<file path="src/shared/wdc_map.vh">
// register map, field positions, reset values and codes of the aux block
`ifndef WDC_MAP_VH
`define WDC_MAP_VH
`define WDC_OFS_CTRL 8'h00
`define WDC_OFS_TIMER 8'h04
`define WDC_OFS_INTEN 8'h08
`define WDC_OFS_PINCFG 8'h0C
`define WDC_OFS_STATUS 8'h10
`define WDC_OFS_ADC_CMD 8'h14
`define WDC_OFS_ADC_STREAM 8'h18
`define WDC_OFS_START 8'h1C
`define WDC_CTRL_TIMER_EN 0
`define WDC_CTRL_LSD_EN 1
`define WDC_CTRL_MODE_LO 2
`define WDC_CTRL_SLEEP 4
`define WDC_CTRL_SRC_LO 5
`define WDC_TIMER_EXP_LO 16
`define WDC_TIMER_MULT_LO 24
`define WDC_INT_GROUP 0
`define WDC_INT_TIMER 1
`define WDC_INT_LSD 2
`define WDC_INT_TXDONE 3
`define WDC_PIN_IRQ_LO 8
`define WDC_PIN_THR_LO 16
`define WDC_ST_EXPIRED 0
`define WDC_ST_LOW_SUPPLY 1
`define WDC_ST_TX_DONE 2
`define WDC_CTRL_RST 32'h0000_0000
`define WDC_TIMER_RST 32'h0001_0001
`define WDC_INTEN_RST 4'h0
`define WDC_PINCFG_RST 32'h0000_0000
`define WDC_MODE_OFF 2'h0
`define WDC_MODE_RX 2'h1
`define WDC_MODE_TX 2'h2
`define WDC_FUNC_EXPIRY 6'h0E
`define WDC_FUNC_IRQ 6'h27
`define WDC_FUNC_LSD 6'h0F
`define WDC_MEASURE_OPCODE 8'h14
`define WDC_ADC_CFG_DEFAULT 8'hCC
`define WDC_ADC_DIV 20'h0000C
`define WDC_CTS_READY 8'hFF
`define WDC_CTS_BUSY 8'h00
`define WDC_REPLY_LAST 4'h8
`endif

</file>
<file path="src/rtl/wdc_aux.v">
// wake-up timer, duty cycle sequencer, aux converter and low supply check
//
// Function
// timer interrupt needs group and timer enable
// three-bit field picks slow clock source
// pin function 14 or irq 39 shows expiry
// armed start flag starts rx/tx on expiry
// active duration is multiplier*4*2^exp slow ticks
// host picks duty mode with matching period
// rx returns to timer state at duration end
// preamble or sync extends rx duration
// two durations without packet ends rx
// tx duty sends buffer, optional irq low
// after tx return immediately to timer state
// measure command opcode 0x14, enable, config bytes
// reply cts then pin, battery, temp, reserved
// disabled channel skipped and reads zero
// two-bit select picks pin 0 to 3
// bit time 12*2^(conversion_time_field+1) clocks, default 0xC
// low nibble sets pin attenuation range
// successive approximation, 11-bit results
// low supply checked at expiry, timer enabled
// threshold in 50 mV steps from 1.5 V
// low supply on irq pin or gpio
// period is mantissa*4*2^exp slow ticks
// mode 0 off, 1 rx, 2 tx
// post expiry state ready or sleep
// duration counter restarts at each expiry
// cts not ready until conversions done
//
// The register offsets and register access over APB were decided locally.
`include "wdc_map.vh"
module wdc_aux (
  input wire ref_clk,
  input wire nrst,
  input wire psel,
  input wire penable,
  input wire pwrite,
  input wire [7:0] paddr,
  input wire [31:0] pwdata,
  output wire pready,
  output reg [31:0] prdata,
  output wire pslverr,
  input wire [7:0] slow_tick_src,
  input wire preamble_det,
  input wire sync_det,
  input wire pkt_done,
  input wire rx_error,
  input wire tx_done,
  output wire rx_en,
  output wire tx_en,
  output reg sleep_state,
  input wire supply_below,
  output reg [4:0] supply_threshold,
  input wire adc_cmp,
  output reg [10:0] adc_dac,
  output reg [1:0] adc_channel,
  output reg [1:0] adc_pin_sel,
  output reg [3:0] adc_atten,
  output reg gpio0_out,
  output reg interrupt_output_pin_n
);
  localparam [2:0] S_WAIT = 3'b001;
  localparam [2:0] S_RX = 3'b010;
  localparam [2:0] S_TX = 3'b100;
  localparam [1:0] A_IDLE = 2'b01;
  localparam [1:0] A_CONV = 2'b10;
  reg [31:0] ctrl_q;
  reg [31:0] timer_q;
  reg [3:0] inten_q;
  reg [31:0] pincfg_q;
  reg [2:0] status_q;
  reg [1:0] start_q;
  reg [7:0] adc_en_q;
  reg [7:0] adc_cfg_q;
  reg [3:0] reply_idx_q;
  reg [2:0] state_q;
  reg [1:0] astate_q;
  reg tick_prev_q;
  reg [39:0] period_cnt_q;
  reg [39:0] dur_cnt_q;
  reg saw_frame_q;
  reg extended_q;
  reg [15:0] res_q [0:2];
  reg [10:0] sar_q;
  reg [3:0] bit_q;
  reg [19:0] step_cnt_q;
  reg [7:0] reply_byte;
  wire timer_on = ctrl_q[`WDC_CTRL_TIMER_EN];
  wire [1:0] mode = ctrl_q[`WDC_CTRL_MODE_LO +: 2];
  wire [2:0] src_sel = ctrl_q[`WDC_CTRL_SRC_LO +: 3];
  wire [4:0] expo = timer_q[`WDC_TIMER_EXP_LO +: 5];
  wire [7:0] mult = timer_q[`WDC_TIMER_MULT_LO +: 8];
  wire [5:0] gpio_func = pincfg_q[5:0];
  wire [5:0] irq_func = pincfg_q[`WDC_PIN_IRQ_LO +: 6];
  // slow source taken as synchronous; one step per rising edge
  wire tick_lvl = slow_tick_src[src_sel];
  wire tick = tick_lvl & ~tick_prev_q;
  wire [39:0] period_len =
    {22'h000000, timer_q[15:0], 2'h0} << expo;
  wire [39:0] dur_len = {30'h00000000, mult, 2'h0} << expo;
  wire expire = timer_on & tick & (period_cnt_q >= period_len - 40'h1);
  wire dur_end = tick & (dur_cnt_q >= dur_len - 40'h1);
  // apb: zero wait states, reads sampled in the setup phase
  wire setup = psel & ~penable;
  wire access = psel & penable;
  wire mapped = (paddr[1:0] == 2'h0) & (paddr <= `WDC_OFS_START);
  assign pready = 1'b1;
  assign pslverr = access & ~mapped;
  wire wr = access & pwrite & mapped;
  wire rd_stream = access & ~pwrite & (paddr == `WDC_OFS_ADC_STREAM);
  wire [7:0] cfg_eff = (adc_cfg_q == 8'h00) ?
    `WDC_ADC_CFG_DEFAULT : adc_cfg_q;
  wire [3:0] conversion_time_field_eff = cfg_eff[7:4];
  wire [3:0] att_eff = cfg_eff[3:0];
  wire [19:0] step_len = `WDC_ADC_DIV << ({1'b0, conversion_time_field_eff} + 5'h01);
  wire adc_busy = astate_q[1];
  wire cmd_wr = wr & (paddr == `WDC_OFS_ADC_CMD) &
    (pwdata[7:0] == `WDC_MEASURE_OPCODE);
  assign rx_en = state_q[1];
  assign tx_en = state_q[2];

  always @* begin
    case (reply_idx_q)
      4'h0: reply_byte = adc_busy ? `WDC_CTS_BUSY : `WDC_CTS_READY;
      4'h1: reply_byte = res_q[0][15:8];
      4'h2: reply_byte = res_q[0][7:0];
      4'h3: reply_byte = res_q[1][15:8];
      4'h4: reply_byte = res_q[1][7:0];
      4'h5: reply_byte = res_q[2][15:8];
      4'h6: reply_byte = res_q[2][7:0];
      default: reply_byte = 8'h00;
    endcase
  end

  always @(posedge ref_clk or negedge nrst) begin
    if (!nrst) begin
      prdata <= 32'h0000_0000;
    end else if (setup) begin
      case (paddr)
        `WDC_OFS_CTRL: prdata <= ctrl_q;
        `WDC_OFS_TIMER: prdata <= timer_q;
        `WDC_OFS_INTEN: prdata <= {28'h0000000, inten_q};
        `WDC_OFS_PINCFG: prdata <= pincfg_q;
        `WDC_OFS_STATUS: prdata <= {26'h0000000, state_q, status_q};
        `WDC_OFS_ADC_CMD: prdata <= {7'h00, adc_busy, adc_cfg_q,
          adc_en_q, `WDC_MEASURE_OPCODE};
        `WDC_OFS_ADC_STREAM: prdata <= {24'h000000, reply_byte};
        `WDC_OFS_START: prdata <= {30'h00000000, start_q};
        default: prdata <= 32'h0000_0000;
      endcase
    end
  end

  // configuration registers
  always @(posedge ref_clk or negedge nrst) begin
    if (!nrst) begin
      ctrl_q <= `WDC_CTRL_RST;
      timer_q <= `WDC_TIMER_RST;
      inten_q <= `WDC_INTEN_RST;
      pincfg_q <= `WDC_PINCFG_RST;
    end else if (wr) begin
      if (paddr == `WDC_OFS_CTRL)
        ctrl_q <= {24'h000000, pwdata[7:0]};
      if (paddr == `WDC_OFS_TIMER)
        timer_q <= {pwdata[31:24], 3'h0, pwdata[20:0]};
      if (paddr == `WDC_OFS_INTEN)
        inten_q <= pwdata[3:0];
      if (paddr == `WDC_OFS_PINCFG)
        pincfg_q <= {11'h000, pwdata[20:16], 2'h0, pwdata[13:8],
          2'h0, pwdata[5:0]};
    end
  end

  always @* begin
    supply_threshold = pincfg_q[`WDC_PIN_THR_LO +: 5];
    sleep_state = ctrl_q[`WDC_CTRL_SLEEP] & state_q[0];
    adc_pin_sel = adc_en_q[1:0];
    adc_atten = att_eff;
  end

  // status flags: write one to clear, a same-cycle event wins
  wire lsd_hit = expire & ctrl_q[`WDC_CTRL_LSD_EN] & supply_below;
  wire tx_fin = state_q[2] & tx_done;
  wire [2:0] st_set = {tx_fin, lsd_hit, expire};
  wire [2:0] st_clr = (wr & (paddr == `WDC_OFS_STATUS)) ?
    pwdata[2:0] : 3'h0;
  always @(posedge ref_clk or negedge nrst) begin
    if (!nrst) begin
      status_q <= 3'h0;
    end else begin
      status_q <= (status_q & ~st_clr) | st_set;
    end
  end

  // pin routing and interrupt pin
  wire irq_timer = inten_q[`WDC_INT_GROUP] & inten_q[`WDC_INT_TIMER] &
    status_q[`WDC_ST_EXPIRED];
  wire irq_lsd = inten_q[`WDC_INT_LSD] &
    status_q[`WDC_ST_LOW_SUPPLY];
  wire irq_tx = inten_q[`WDC_INT_TXDONE] &
    status_q[`WDC_ST_TX_DONE];
  always @(posedge ref_clk or negedge nrst) begin
    if (!nrst) begin
      gpio0_out <= 1'b0;
      interrupt_output_pin_n <= 1'b1;
    end else begin
      gpio0_out <= ((gpio_func == `WDC_FUNC_EXPIRY) &
        status_q[`WDC_ST_EXPIRED]) |
        ((gpio_func == `WDC_FUNC_LSD) &
        status_q[`WDC_ST_LOW_SUPPLY]);
      interrupt_output_pin_n <= ~(irq_lsd | irq_tx |
        (irq_timer & (irq_func == `WDC_FUNC_IRQ)));
    end
  end

  // timer period and active duration counters
  always @(posedge ref_clk or negedge nrst) begin
    if (!nrst) begin
      tick_prev_q <= 1'b0;
      period_cnt_q <= 40'h0;
      dur_cnt_q <= 40'h0;
    end else begin
      tick_prev_q <= tick_lvl;
      if (!timer_on || expire)
        period_cnt_q <= 40'h0;
      else if (tick)
        period_cnt_q <= period_cnt_q + 40'h1;
      if (expire || dur_end)
        dur_cnt_q <= 40'h0;
      else if (tick)
        dur_cnt_q <= dur_cnt_q + 40'h1;
    end
  end

  // duty cycle sequencer; mode 0 runs only on an armed start flag
  wire go_rx = (mode == `WDC_MODE_RX) | start_q[0];
  wire go_tx = (mode == `WDC_MODE_TX) | start_q[1];
  always @(posedge ref_clk or negedge nrst) begin
    if (!nrst) begin
      state_q <= S_WAIT;
      start_q <= 2'h0;
      saw_frame_q <= 1'b0;
      extended_q <= 1'b0;
    end else begin
      if (wr && paddr == `WDC_OFS_START)
        start_q <= pwdata[1:0];
      case (state_q)
        S_WAIT: begin
          saw_frame_q <= 1'b0;
          extended_q <= 1'b0;
          if (expire && go_rx) begin
            state_q <= S_RX;
            start_q[0] <= 1'b0;
          end else if (expire && go_tx) begin
            state_q <= S_TX;
            start_q[1] <= 1'b0;
          end
        end
        S_RX: begin
          if (preamble_det || sync_det)
            saw_frame_q <= 1'b1;
          if (rx_error)
            saw_frame_q <= 1'b0;
          if (pkt_done)
            state_q <= S_WAIT;
          else if (dur_end) begin
            // one extension only, so a stuck frame costs two durations
            if (saw_frame_q && !extended_q && !rx_error)
              extended_q <= 1'b1;
            else
              state_q <= S_WAIT;
          end
        end
        S_TX: begin
          if (tx_done)
            state_q <= S_WAIT;
        end
        default: state_q <= S_WAIT;
      endcase
    end
  end

  // successive approximation over pin, battery, temperature
  wire [2:0] ch_en = {adc_en_q[4], adc_en_q[3], adc_en_q[2]};
  wire [10:0] trial = sar_q | (11'h400 >> bit_q);
  wire last_bit = (bit_q == 4'hA);
  wire step_done = (step_cnt_q >= step_len - 20'h1);
  reg [1:0] next_ch;
  reg any_next;
  always @* begin
    next_ch = 2'h0;
    any_next = 1'b0;
    if (adc_channel == 2'h0 && ch_en[1]) begin
      next_ch = 2'h1;
      any_next = 1'b1;
    end else if (adc_channel != 2'h2 && ch_en[2]) begin
      next_ch = 2'h2;
      any_next = 1'b1;
    end
  end

  always @* begin
    adc_dac = trial;
  end

  integer i;
  always @(posedge ref_clk or negedge nrst) begin
    if (!nrst) begin
      astate_q <= A_IDLE;
      adc_en_q <= 8'h00;
      adc_cfg_q <= 8'h00;
      adc_channel <= 2'h0;
      sar_q <= 11'h000;
      bit_q <= 4'h0;
      step_cnt_q <= 20'h0;
      reply_idx_q <= 4'h0;
      for (i = 0; i < 3; i = i + 1)
        res_q[i] <= 16'h0000;
    end else begin
      if (rd_stream && (reply_idx_q != 4'h0 || prdata[7:0] == `WDC_CTS_READY))
        reply_idx_q <= (reply_idx_q == `WDC_REPLY_LAST) ?
          4'h0 : reply_idx_q + 4'h1;
      case (astate_q)
        A_IDLE: begin
          if (cmd_wr) begin
            adc_en_q <= {3'h0, pwdata[12:8]};
            adc_cfg_q <= pwdata[23:16];
            reply_idx_q <= 4'h0;
            for (i = 0; i < 3; i = i + 1)
              res_q[i] <= 16'h0000;
            sar_q <= 11'h000;
            bit_q <= 4'h0;
            step_cnt_q <= 20'h0;
            if (pwdata[10]) begin
              adc_channel <= 2'h0;
              astate_q <= A_CONV;
            end else if (pwdata[11]) begin
              adc_channel <= 2'h1;
              astate_q <= A_CONV;
            end else if (pwdata[12]) begin
              adc_channel <= 2'h2;
              astate_q <= A_CONV;
            end
          end
        end
        A_CONV: begin
          if (!step_done) begin
            step_cnt_q <= step_cnt_q + 20'h1;
          end else begin
            step_cnt_q <= 20'h0;
            if (last_bit) begin
              res_q[adc_channel] <=
                {5'h00, adc_cmp ? trial : sar_q};
              sar_q <= 11'h000;
              bit_q <= 4'h0;
              adc_channel <= next_ch;
              if (!any_next)
                astate_q <= A_IDLE;
            end else begin
              if (adc_cmp)
                sar_q <= trial;
              bit_q <= bit_q + 4'h1;
            end
          end
        end
        default: astate_q <= A_IDLE;
      endcase
    end
  end
endmodule // wdc_aux

</file>
<file path="config.mk">
export PLATFORM = sky130hd
export DESIGN_NAME = wdc_aux
export DESIGN_NICKNAME = d
export VERILOG_FILES = /design/src/rtl/wdc_aux.v
export VERILOG_INCLUDE_DIRS = /design/src /design/src/shared
export SDC_FILE = /design/constraint.sdc
export NUM_CORES = 1
export LEC_CHECK = 0
export BUFFER_PORTS_ARGS = -buffer_cell sky130_fd_sc_hd__buf_2
export CORE_MARGIN = 5
export CORE_UTILIZATION = 63
export DETAILED_ROUTE_END_ITERATION = 7
export PLACE_DENSITY = 0.85
export SLEW_MARGIN = 10
export SYNTH_ARGS = -nofsm -noshare
export SYNTH_HDL_FRONTEND = slang
export SYNTH_SLANG_ARGS = --single-unit
</file>
<file path="constraint.sdc">
create_clock -name ref_clk -period 7.2 [get_ports ref_clk]
set_clock_uncertainty 0.05 [all_clocks]
set_input_delay 0 -clock ref_clk [delete_from_list [all_inputs] [get_ports ref_clk]]
set_output_delay 0 -clock ref_clk [all_outputs]
set_load 0.005 [all_outputs]
</file>
# Yosys cells after proc, flatten, opt, wreduce, memory -nomap -nowiden
# Index checks and enable logic that the tools add are counted.
# totals
regBits	287
latch_bits	0
mem_bits_rw	0
rom_bits	0
in_bits	60
out_inout_bits	63
wordCells	238
memories	0
# op_classes
addsub	9
n_mul	0
div_mod_pow	0
magnitude_cmp	7
n_eq_ne	41
shifts	4
n_mux	71
bitwise_logic	41
reduce_logical	39
# ops
op	count
32-bit case mux with 8 select lines	1
40-bit two-way mux	4
48-bit two-way mux	3
48-bit case mux with 2 select lines	1
40-bit by 1-bit adder with 40-bit output, second input constant	2
40-bit >= comparator	2
40-bit by 1-bit subtractor with 40-bit output, second input constant	2
8-bit case mux with 7 select lines	1
48-bit bitwise mux	1
11-bit two-way mux	4
8-bit by 5-bit equality test with 1-bit output, second input constant	5
20-bit two-way mux	2
20-bit case mux with 2 select lines	1
10-bit by 5-bit left shift with 40-bit output	1
18-bit by 5-bit left shift with 40-bit output	1
16-bit demux with 2-bit select	1
2-bit two-way mux	16
4-bit two-way mux	7
1-bit bitwise AND	26
11-bit case mux with 2 select lines	1
3-bit two-way mux	7
20-bit by 1-bit adder with 20-bit output, second input constant	1
20-bit >= comparator	1
4-bit by 5-bit left shift with 20-bit output, first input constant	1
52 further kinds	120

# Logic depth before layout (Yosys ltp)
# Gate-level depths: netlist of run 1.
# depth
word_depth	9
ltp_mapped	29
mapped_depth_nobuf	20

# Worst setup path before layout of run 1
# OpenSTA, ideal clock, no wires.
# synth_timing
path_type	register to register
start	reg timer_q[16]
end	reg dur_cnt_q[20]
setup_ns	0.132
arrival_ns	5.106
t_required_ns	7.018
slack_ns	1.912
stages_incl_launch_ff	19
n_path_buf	5
period_less_slack_ns	5.288
path_cell_list	dfstp_2 > buf_6 > buf_6 > mux4_2 > mux2_2 > or4_4 > a22oi_4 > nand4_4 > or3b_1 > a221o_1 > ha_1 > nand4_1 > a2111o_1 > o21ba_2 > clkbuf_1 > o2bb2ai_1 > clkbuf_1 > buf_1 > nor2_1
# synth_via
elab_chain_cells	6
elab_cells_between_ends	11
classes_between	2 x add/sub; 2 x order compare; 2 x shift; 1 x mux; 2 x bitwise; 2 x reduce/logical
# synth_rtl
element	line_no	source
start: declaration	wdc_aux.v:69	reg [31:0] timer_q;
start signal: assignment	wdc_aux.v:159	timer_q <= `WDC_TIMER_RST;
start signal: assignment	wdc_aux.v:166	timer_q <= {pwdata[31:24], 3'h0, pwdata[20:0]};
18-bit by 5-bit left shift with 40-bit output or 10-bit by 5-bit left shift with 40-bit output (tied branches)	wdc_aux.v:100, wdc_aux.v:101	
40-bit by 1-bit subtractor with 40-bit output (on tied branches)	wdc_aux.v:102, wdc_aux.v:103	
40-bit >= comparator (on tied branches)	wdc_aux.v:102, wdc_aux.v:103	
1-bit bitwise AND (on tied branches)	wdc_aux.v:102, wdc_aux.v:103	
1-bit logical OR (*)	wdc_aux.v:229	if (expire || dur_end)
40-bit two-way mux or 2-bit nonzero test (tied branches)	n/a	
end signal: assignment	wdc_aux.v:232	dur_cnt_q <= dur_cnt_q + 40'h1;
end: declaration	wdc_aux.v:81	reg [39:0] dur_cnt_q;
# Every way passes the cells marked *; elsewhere a longest branch is shown, timed or not.
# A chain may end at the register's enable or synchronous reset.

# Worst setup path in the final report of run 1
# layout_timing
start	reg timer_q[16]
end	reg state_q[1]
# layout_via
elab_chain_cells	7
elab_cells_between_ends	15
classes_between	2 x add/sub; 2 x order compare; 2 x eq/ne; 2 x shift; 2 x mux; 2 x bitwise; 3 x reduce/logical
# layout_rtl
element	line_no	source
18-bit by 5-bit left shift with 40-bit output	wdc_aux.v:100	{22'h000000, timer_q[15:0], 2'h0} << expo;
40-bit by 1-bit subtractor with 40-bit output	wdc_aux.v:102	wire expire = timer_on & tick & (period_cnt_q >= period_len - 40'h1);
40-bit >= comparator	wdc_aux.v:102	
1-bit bitwise AND	wdc_aux.v:102	
1-bit logical AND (on tied branches)	wdc_aux.v:252, wdc_aux.v:255	
3-bit != test (no line) or 3-bit two-way mux (tied branches)	n/a	
4-bit AND reduction (no line) or 3-bit case mux with 3 select lines (tied branches)	n/a	
end signal: assignment	wdc_aux.v:253	state_q <= S_RX;
end signal: assignment	wdc_aux.v:256	state_q <= S_TX;
end signal: assignment	wdc_aux.v:266	state_q <= S_WAIT;
end: declaration	wdc_aux.v:77	reg [2:0] state_q;
# Parallel ways exist; a longest one is shown, timed or not.

==> results of run 1 <==
registers in the layout, indices dropped and copies added (netlist names), 2 cells and up:
register	flops
dur_cnt_q	40
period_cnt_q	40
res_q	33
prdata	32
timer_q	29
step_cnt_q	20
pincfg_q	17
sar_q	11
adc_cfg_q	8
ctrl_q	8
adc_en_q	5
bit_q	4
inten_q	4
reply_idx_q	4
state_q	3
status_q	3
adc_channel	2
astate_q	2
start_q	2
power groups by stage:
stage          clock network [mW]  registers (mW)  logic (mW)
2_1_floorplan                   0            1.73       0.261
3_3_place_gp                    0            1.75       0.385
3_5_place_dp                    0            1.76       0.405
4_1_cts                      1.56            1.73       0.431
5_1_grt                      1.63            1.75       0.493
6_report                     1.55            1.74       0.439
worst max path at each step:
stage,cells past startpoint,to,slack (ps)
floorplan,18,dur_cnt_q[20]$_DFFE_PN0P_,1910
global placement,18,dur_cnt_q[38]$_DFFE_PN0P_,1110
detailed placement,18,dur_cnt_q[29]$_DFFE_PN0P_,940
CTS,18,state_q[1]$_DFFE_PN0P_,470
global route,18,state_q[1]$_DFFE_PN0P_,220
finish,18,state_q[1]$_DFFE_PN0P_,540
cell type report:
class,instances,area [um2],area share
sequential,272,6820,0.308
inverter,43,161,0.00729
clock buffer,43,858,0.0388
clock inverter,10,120,0.00542
timing repair buffer,202,1380,0.0625
tap,396,495,0.0224
multi-input combinational,1756,12300,0.556
logic make-up after synthesis:
| family | count (synthesis) |
|---|---|
| AOI/OAI and AO/OA | 505 |
| xor gates and xnor gates | 128 |
| adders and majority gates | 110 |
| buffers and inverters | 163 |
| DFF | 272 |
| muxes | 177 |
| other | 1 |
| and+or+nand+nor | 835 |
cells in the mapped netlist (31+ instances only):
cell type | number | area share
dfrtp_1 | 267 | 0.34
clkbuf_1 | 81 | 0.015
nand3_1 | 74 | 0.019
mux2_2 | 86 | 0.049
nor2_1 | 246 | 0.047
xnor2_1 | 60 | 0.027
nor3_1 | 42 | 0.011
nand2b_1 | 31 | 0.0098
a21o_1 | 61 | 0.023
o21ai_0 | 70 | 0.018
nand4_1 | 49 | 0.015
xor2_1 | 68 | 0.030
nand2_1 | 238 | 0.045
mux2i_1 | 60 | 0.030
ha_1 | 110 | 0.070
a31oi_1 | 46 | 0.015
a21oi_1 | 97 | 0.025
inv_1 | 38 | 0.0072
worst max-delay path, stage by stage (launching register included):
cell and delay, ps:
dfstp_4 970, mux2_1 420, mux4_2 580, a22oi_1 350, nor3b_2 330, and4_2 340, nand3_4 150, nand3b_1 200
a31oi_1 250, ha_1 180, a21o_1 120, a21o_1 110, a21oi_1 50, o21ai_0 220, o211ai_1 130, o21ai_0 870
a31oi_1 210, dlygate4sd3_1 680, or2_2 290
metal layers:
metal,vias to the layer above,track usage
met4,0,0.157
met3,250,0.0532
met5,-,0
met1,8761,0.409
li1,8287,-
met2,924,0.526
timing repair:
action | CTS | global route
hold endpoints to repair | 234 | 0
hold buffers | 59 | 0
resized for setup | 0 | 1
buffers inserted | 0 | 0
endpoints found under the setup margin | 0 | 2
==> results.md, run 1 <==
* Failing checks: design-rule violations
* Area Overhead vs Synth at 11.9%
* Clock root buffer: clkbuf_16
* Fraction of registers with async set/reset at 1.00
* Mapped Avg Cell Area at about 9.0 um2
* Vias after detailed routing at 18.2k
* CP startpoint kind: register
* Gr usage total at 0.319
* Clock share of power at 0.415
* Initial antenna violation count at 0
* Post-route cell area at between 20000 and 25000 um2
* Reg2reg end: state_q[1]$_DFFE_PN0P_
* ANT cells at 0
* H-tree level count at 1
* Met2 wire len at approximately 27000 um
* Design Power at 3.72 mW
* Final std cells w/o fill at approximately 2.7k
* Sequential element share of the synthesized area at 0.344
* Drt drc at 1
* Post-synthesis compound-gate area fraction at 0.179
* Net Count, Synth at ~2.4k
* DRT antenna net count at 0
* Global route overflow at 0
* Worst Path Arrival at 7090 ps
* Top sig layer: met4
* Fin crit share at 0.926
* Dpl ws at 936 ps
* Rel. slew slack at 0.215
* Post-synth EDFFs at 0
* CTS Buf Count at 29
* Hold Worst Slack at roughly 21 ps
* Fin nets at 2474
* Initial Util at 0.642
* Final Util at 0.718
* Metal-1 WL at ~23000 um
* Sequential power share at 0.467
* Largest net degree at the start of global routing at 167
* Power per cell area at ~170 nW/um2
* Kind of critical path: register to register
* Logic pwr share at 0.118
* Setup slack, reg-to-reg at ~540 ps
* Simple-gate share of the synthesized area at 0.205
* Status: complete, but fails checks
* Routed WL per cell at approximately 21 um
* Die ar. at about 35000 um2
* Final setup viols at 0
* XOR/XNOR share of the synthesized area at 0.0567
* Leak pwr at 10.8 nW
* Final worst slack at 535 ps
* Switch Pwr at roughly 1.0 mW
* Number of global-route vias before repair at about 18k
* Ys flop type: dfrtp_1
* IO Pins at ~120
* Worst Path Required at 7630 ps
* Pint at about 2.7 mW
* Post-DR vias/cell at 6.69
* Clk Latency, worst-skew pair at ~590 ps
* Worst Path Max Fanout at 54
* CTS tree: yes
* Commonest non-fill, non-tap cell in the layout: dfrtp_1
* Synth warnings at 0
* Number of max-cap violations at 0
* DRT iter0 DRCs at approximately 1.9k
* Placement Rows at between 60 and 70
* Period minus WS final at approximately 6700 ps
* Placed Area at about 21000 um2
* First-pass GRT wire length at around 94000 um
* Routed wl met3 at ~4200 um
* Multiplexer area fraction after synthesis at 0.110
* Die Y at 187 um
* Port Buffer Count at approximately 120
* Critical Path Sink Type: register
* Router iterations before antenna repair at 8
* DP HPWL at roughly 40000 um
* Distinct cells, synth at approximately 100
* Ratio of cells with drive above 1 in the final layout at 0.150
* Max Fclk at around 150 MHz
* Final Hold Viols at 0
* Syn Inst Count at 2191
* Post-route setup TNS at 0 ps
* Worst VDD drop at approximately 0.23 mV
* Most frequent cells in the layout: dfrtp_1, nor2_1, nand2_1, buf_2, ha_1
* Routability Congestion at around 1
* CTS Buffer Depth at 3
* Max-slew violations at 0
* Setup crit start: timer_q[16]$_DFFE_PN1P_
* Largest family of logic cells by synthesized area: simple AND/OR/NAND/NOR gates
* Worst Tran Pin Value at between 1000 and 1500 ps
* Sw frac at 0.274
* Adder-Cell Fraction of Synth Area at 0.0696
* Clock sinks at 272
* Core Area at about 30000 um2
* Reg-to-reg critical path startpoint: timer_q[16]$_DFFE_PN1P_
* HP Class: input port to async pin
* Post-Syn Area at ~20000 um2
* Placed Cells incl. Taps at 2610
* Reg2reg path depth at 18
* Chip width at about 190 um
* Total Wirelength at just under 60000 um
* RSZ-0062 raised after global routing: false
* Fillcell total at between 2k and 2.5k
* Clock transition at the registers of the reported paths at roughly 60 ps
* Register bit total from synthesis at approximately 270
Note: power is estimated with default switching activity, not from simulation.
==> run 2: changes to the inputs <==
--- a/config.mk
+++ b/config.mk
@@ -11,6 +11,7 @@
 export CORE_UTILIZATION = 63
 export DETAILED_ROUTE_END_ITERATION = 7
 export PLACE_DENSITY = 0.85
+export RECOVER_POWER = 25
 export SLEW_MARGIN = 10
 export SYNTH_ARGS = -nofsm -noshare
 export SYNTH_HDL_FRONTEND = slang
==> run 2 against run 1 <==
The run ends with max-capacitance violations, max-slew violations left. Sequential cell count is the same. Utilization shrank 0.17 points. Critical endpoint unchanged. Clock power is essentially flat. Maximum frequency decreased by 0.54%. Non-clock buffer count is the same. Die area unchanged. Sequential power about the same. Highest routed layer unchanged. Via count is 0.24% lower. Worst setup slack worse by 37 ps.
==> results.md, run 2 (synthesis results as in run 1) <==
* Status: complete, but fails checks (unchanged)
* Failing checks: max-capacitance violations, max-slew violations (was design-rule violations)
* Post-DR vias/cell at 6.68 (was 6.69)
* Reg-to-reg critical path startpoint: timer_q[16]$_DFFE_PN1P_ (unchanged)
* CTS Buf Count at 29 (unchanged)
* Total Wirelength at 57600 um (was 57800 um)
* Min-delay src: paddr[6]
* Number of max-cap violations at 1 (was 0)
* Critical Path Sink Type: register (unchanged)
* Number of global-route vias before repair at 17.7k (unchanged)
* Worst VDD drop at 0.227 mV (was 0.229 mV)
* Worst Tran Pin Value at 5850 ps (was 1170 ps)
* Worst Path Max Fanout at 54 (unchanged)
* Final setup viols at 0 (unchanged)
* Most frequent cells in the layout: dfrtp_1, nor2_1, nand2_1, ha_1, a21oi_1 (was dfrtp_1, nor2_1, nand2_1, buf_2, ha_1)
* First-pass GRT wire length at 93600 um (unchanged)
* Worst Hold End: prdata[18]$_DFFE_PN0P_
* Reg2reg path depth at 18 (unchanged)
* Fin crit share at 0.931 (was 0.926)
* Routability Congestion at 0.996 (unchanged)
* Die Y at 187 um (unchanged)
* Worst Path Required at 7630 ps (about the same)
* Placement Rows at 64 (unchanged)
* DP HPWL at 40200 um (unchanged)
* ANT cells at 0 (unchanged)
* Final std cells w/o fill at 2722 (unchanged)
* Clock root buffer: clkbuf_16 (unchanged)
* Largest net degree at the start of global routing at 167 (unchanged)
* Core Area at 30800 um2 (unchanged)
* Global route overflow at 0 (unchanged)
* RSZ-0062 raised after global routing: false (unchanged)
* Max Fclk at 149 MHz (was 150 MHz)
* Commonest non-fill, non-tap cell in the layout: dfrtp_1 (unchanged)
* Initial Util at 0.642 (unchanged)
* Clock sinks at 272 (unchanged)
* H-tree level count at 1 (unchanged)
* IO Pins at 123 (unchanged)
* Fin nets at 2474 (unchanged)
* Setup slack, reg-to-reg at 500 ps (was 540 ps)
* Max-slew violations at 108 (was 0)
* DRT antenna net count at 0 (unchanged)
* Area Overhead vs Synth at 11.7% (was 11.9%)
* Ratio of cells with drive above 1 in the final layout at 0.136 (was 0.150)
* Power per cell area at 168 nW/um2 (about the same)
* Final Util at 0.717 (was 0.718)
* CTS Buffer Depth at 3 (unchanged)
* Port Buffer Count at 121 (unchanged)
* Worst Path Arrival at 7130 ps (was 7090 ps)
* Clk Latency, worst-skew pair at 590 ps (about the same)
* Vias after detailed routing at 18.2k (about the same)
* Placed Cells incl. Taps at 2610 (unchanged)
* Design Power at 3.72 mW (about the same)
* Routed WL per cell at 21.1 um (was 21.2 um)
* Reg2reg end: state_q[1]$_DFFE_PN0P_ (unchanged)
* Chip width at 187 um (unchanged)
* CP startpoint kind: register (unchanged)
* Initial antenna violation count at 0 (unchanged)
* HP Class: input port to register (was input port to async pin)
* Fillcell total at 2252 (was 2228)
* Clock transition at the registers of the reported paths at 60 ps (about the same)
* Die ar. at 35000 um2 (unchanged)
* Leak pwr at 10.7 nW (was 10.8 nW)
* Largest regs: dur_cnt_q x40, period_cnt_q x40, res_q x33 (unchanged)
* Final Hold Viols at 0 (unchanged)
* Router iterations before antenna repair at 8 (unchanged)
* Drt drc at 0 (was 1)
* Worst hold stages at 7
* DRT iter0 DRCs at 1946 (was 1896)
* Post-route setup TNS at 0 ps (unchanged)
* CTS tree: yes (unchanged)
* Period minus WS final at 6700 ps (was 6660 ps)
* Kind of critical path: register to register (unchanged)
* Gr usage total at 0.319 (unchanged)
* Rel. slew slack at -2.90 (was 0.215)
## run 2: cell types whose count changed in the layout (fill, tap and decap cells not counted), sizes merged
cell,before,now
buf,143,111
clkbuf,43,75
## run 2: final cells by class
type | count | area [um2] | share of cell area
multi-input combinational | 1756 | 12300 | 0.557
clock buffer | 43 | 858 | 0.0389
timing repair buffer | 202 | 1330 | 0.0603
inverter | 43 | 161 | 0.00731
tap | 396 | 495 | 0.0224
sequential | 272 | 6820 | 0.309
clock inverter | 10 | 120 | 0.00544
## run 2: stage by stage
stage                     hold slack, ps  setup slack, ps  cell area (um2)
after floorplan                     -346             1910            19800
after global placement              57.3             1110            20600
after detailed placement            71.2              936            20600
after CTS                           12.2              470            22100
after global routing                99.3              215            22100
final                               61.1              499            22100
## run 2: layer usage
| layer | vias up | track usage | wire length (um) |
|---|---|---|---|
| met5 | - | 0 | 0 |
| met4 | 0 | 0.157 | 3410 |
| met3 | 256 | 0.0532 | 4300 |
| met2 | 931 | 0.526 | 27000 |
| met1 | 8701 | 0.409 | 22800 |
| li1 | 8290 | - | - |
## run 2: power breakdown
group          switching, mW  total [mW]  internal, mW
Combinational          0.245       0.436         0.191
Clock                  0.649        1.54         0.896
Sequential             0.124        1.74          1.61
Total                   1.02        3.72          2.70
## run 2: worst max-delay path by stage
stage                            startpoint                         to  slack (ps)
floorplan           timer_q[16]$_DFFE_PN1P_  dur_cnt_q[20]$_DFFE_PN0P_        1910
global placement    timer_q[16]$_DFFE_PN1P_  dur_cnt_q[38]$_DFFE_PN0P_        1110
detailed placement  timer_q[16]$_DFFE_PN1P_  dur_cnt_q[29]$_DFFE_PN0P_         940
CTS                 timer_q[16]$_DFFE_PN1P_     state_q[1]$_DFFE_PN0P_         470
global route        timer_q[16]$_DFFE_PN1P_     state_q[1]$_DFFE_PN0P_         220
finish              timer_q[16]$_DFFE_PN1P_     state_q[1]$_DFFE_PN0P_         500
## run 2: critical path: stages, from the launching register on
cell,delay [ps]
dfstp_4,980
mux2_1,420
mux4_2,580
a22oi_1,350
nor3b_2,320
and4_2,340
nand3_4,150
nand3b_1,200
a31oi_1,250
ha_1,180
a21o_1,120
a21o_1,110
a21oi_1,50
o21ai_0,220
o211ai_1,130
o21ai_0,900
a31oi_1,230
dlygate4sd3_1,680
or2_2,280
## run 2: timing repair
| action | 4_1_cts | 5_1_grt |
|---|---|---|
| endpoints found under the hold margin | 234 | 0 |
| buffers inserted | 0 | 0 |
| gates resized for setup | 0 | 1 |
| hold buffers | 59 | 0 |
| endpoints found under the setup margin | 0 | 2 |
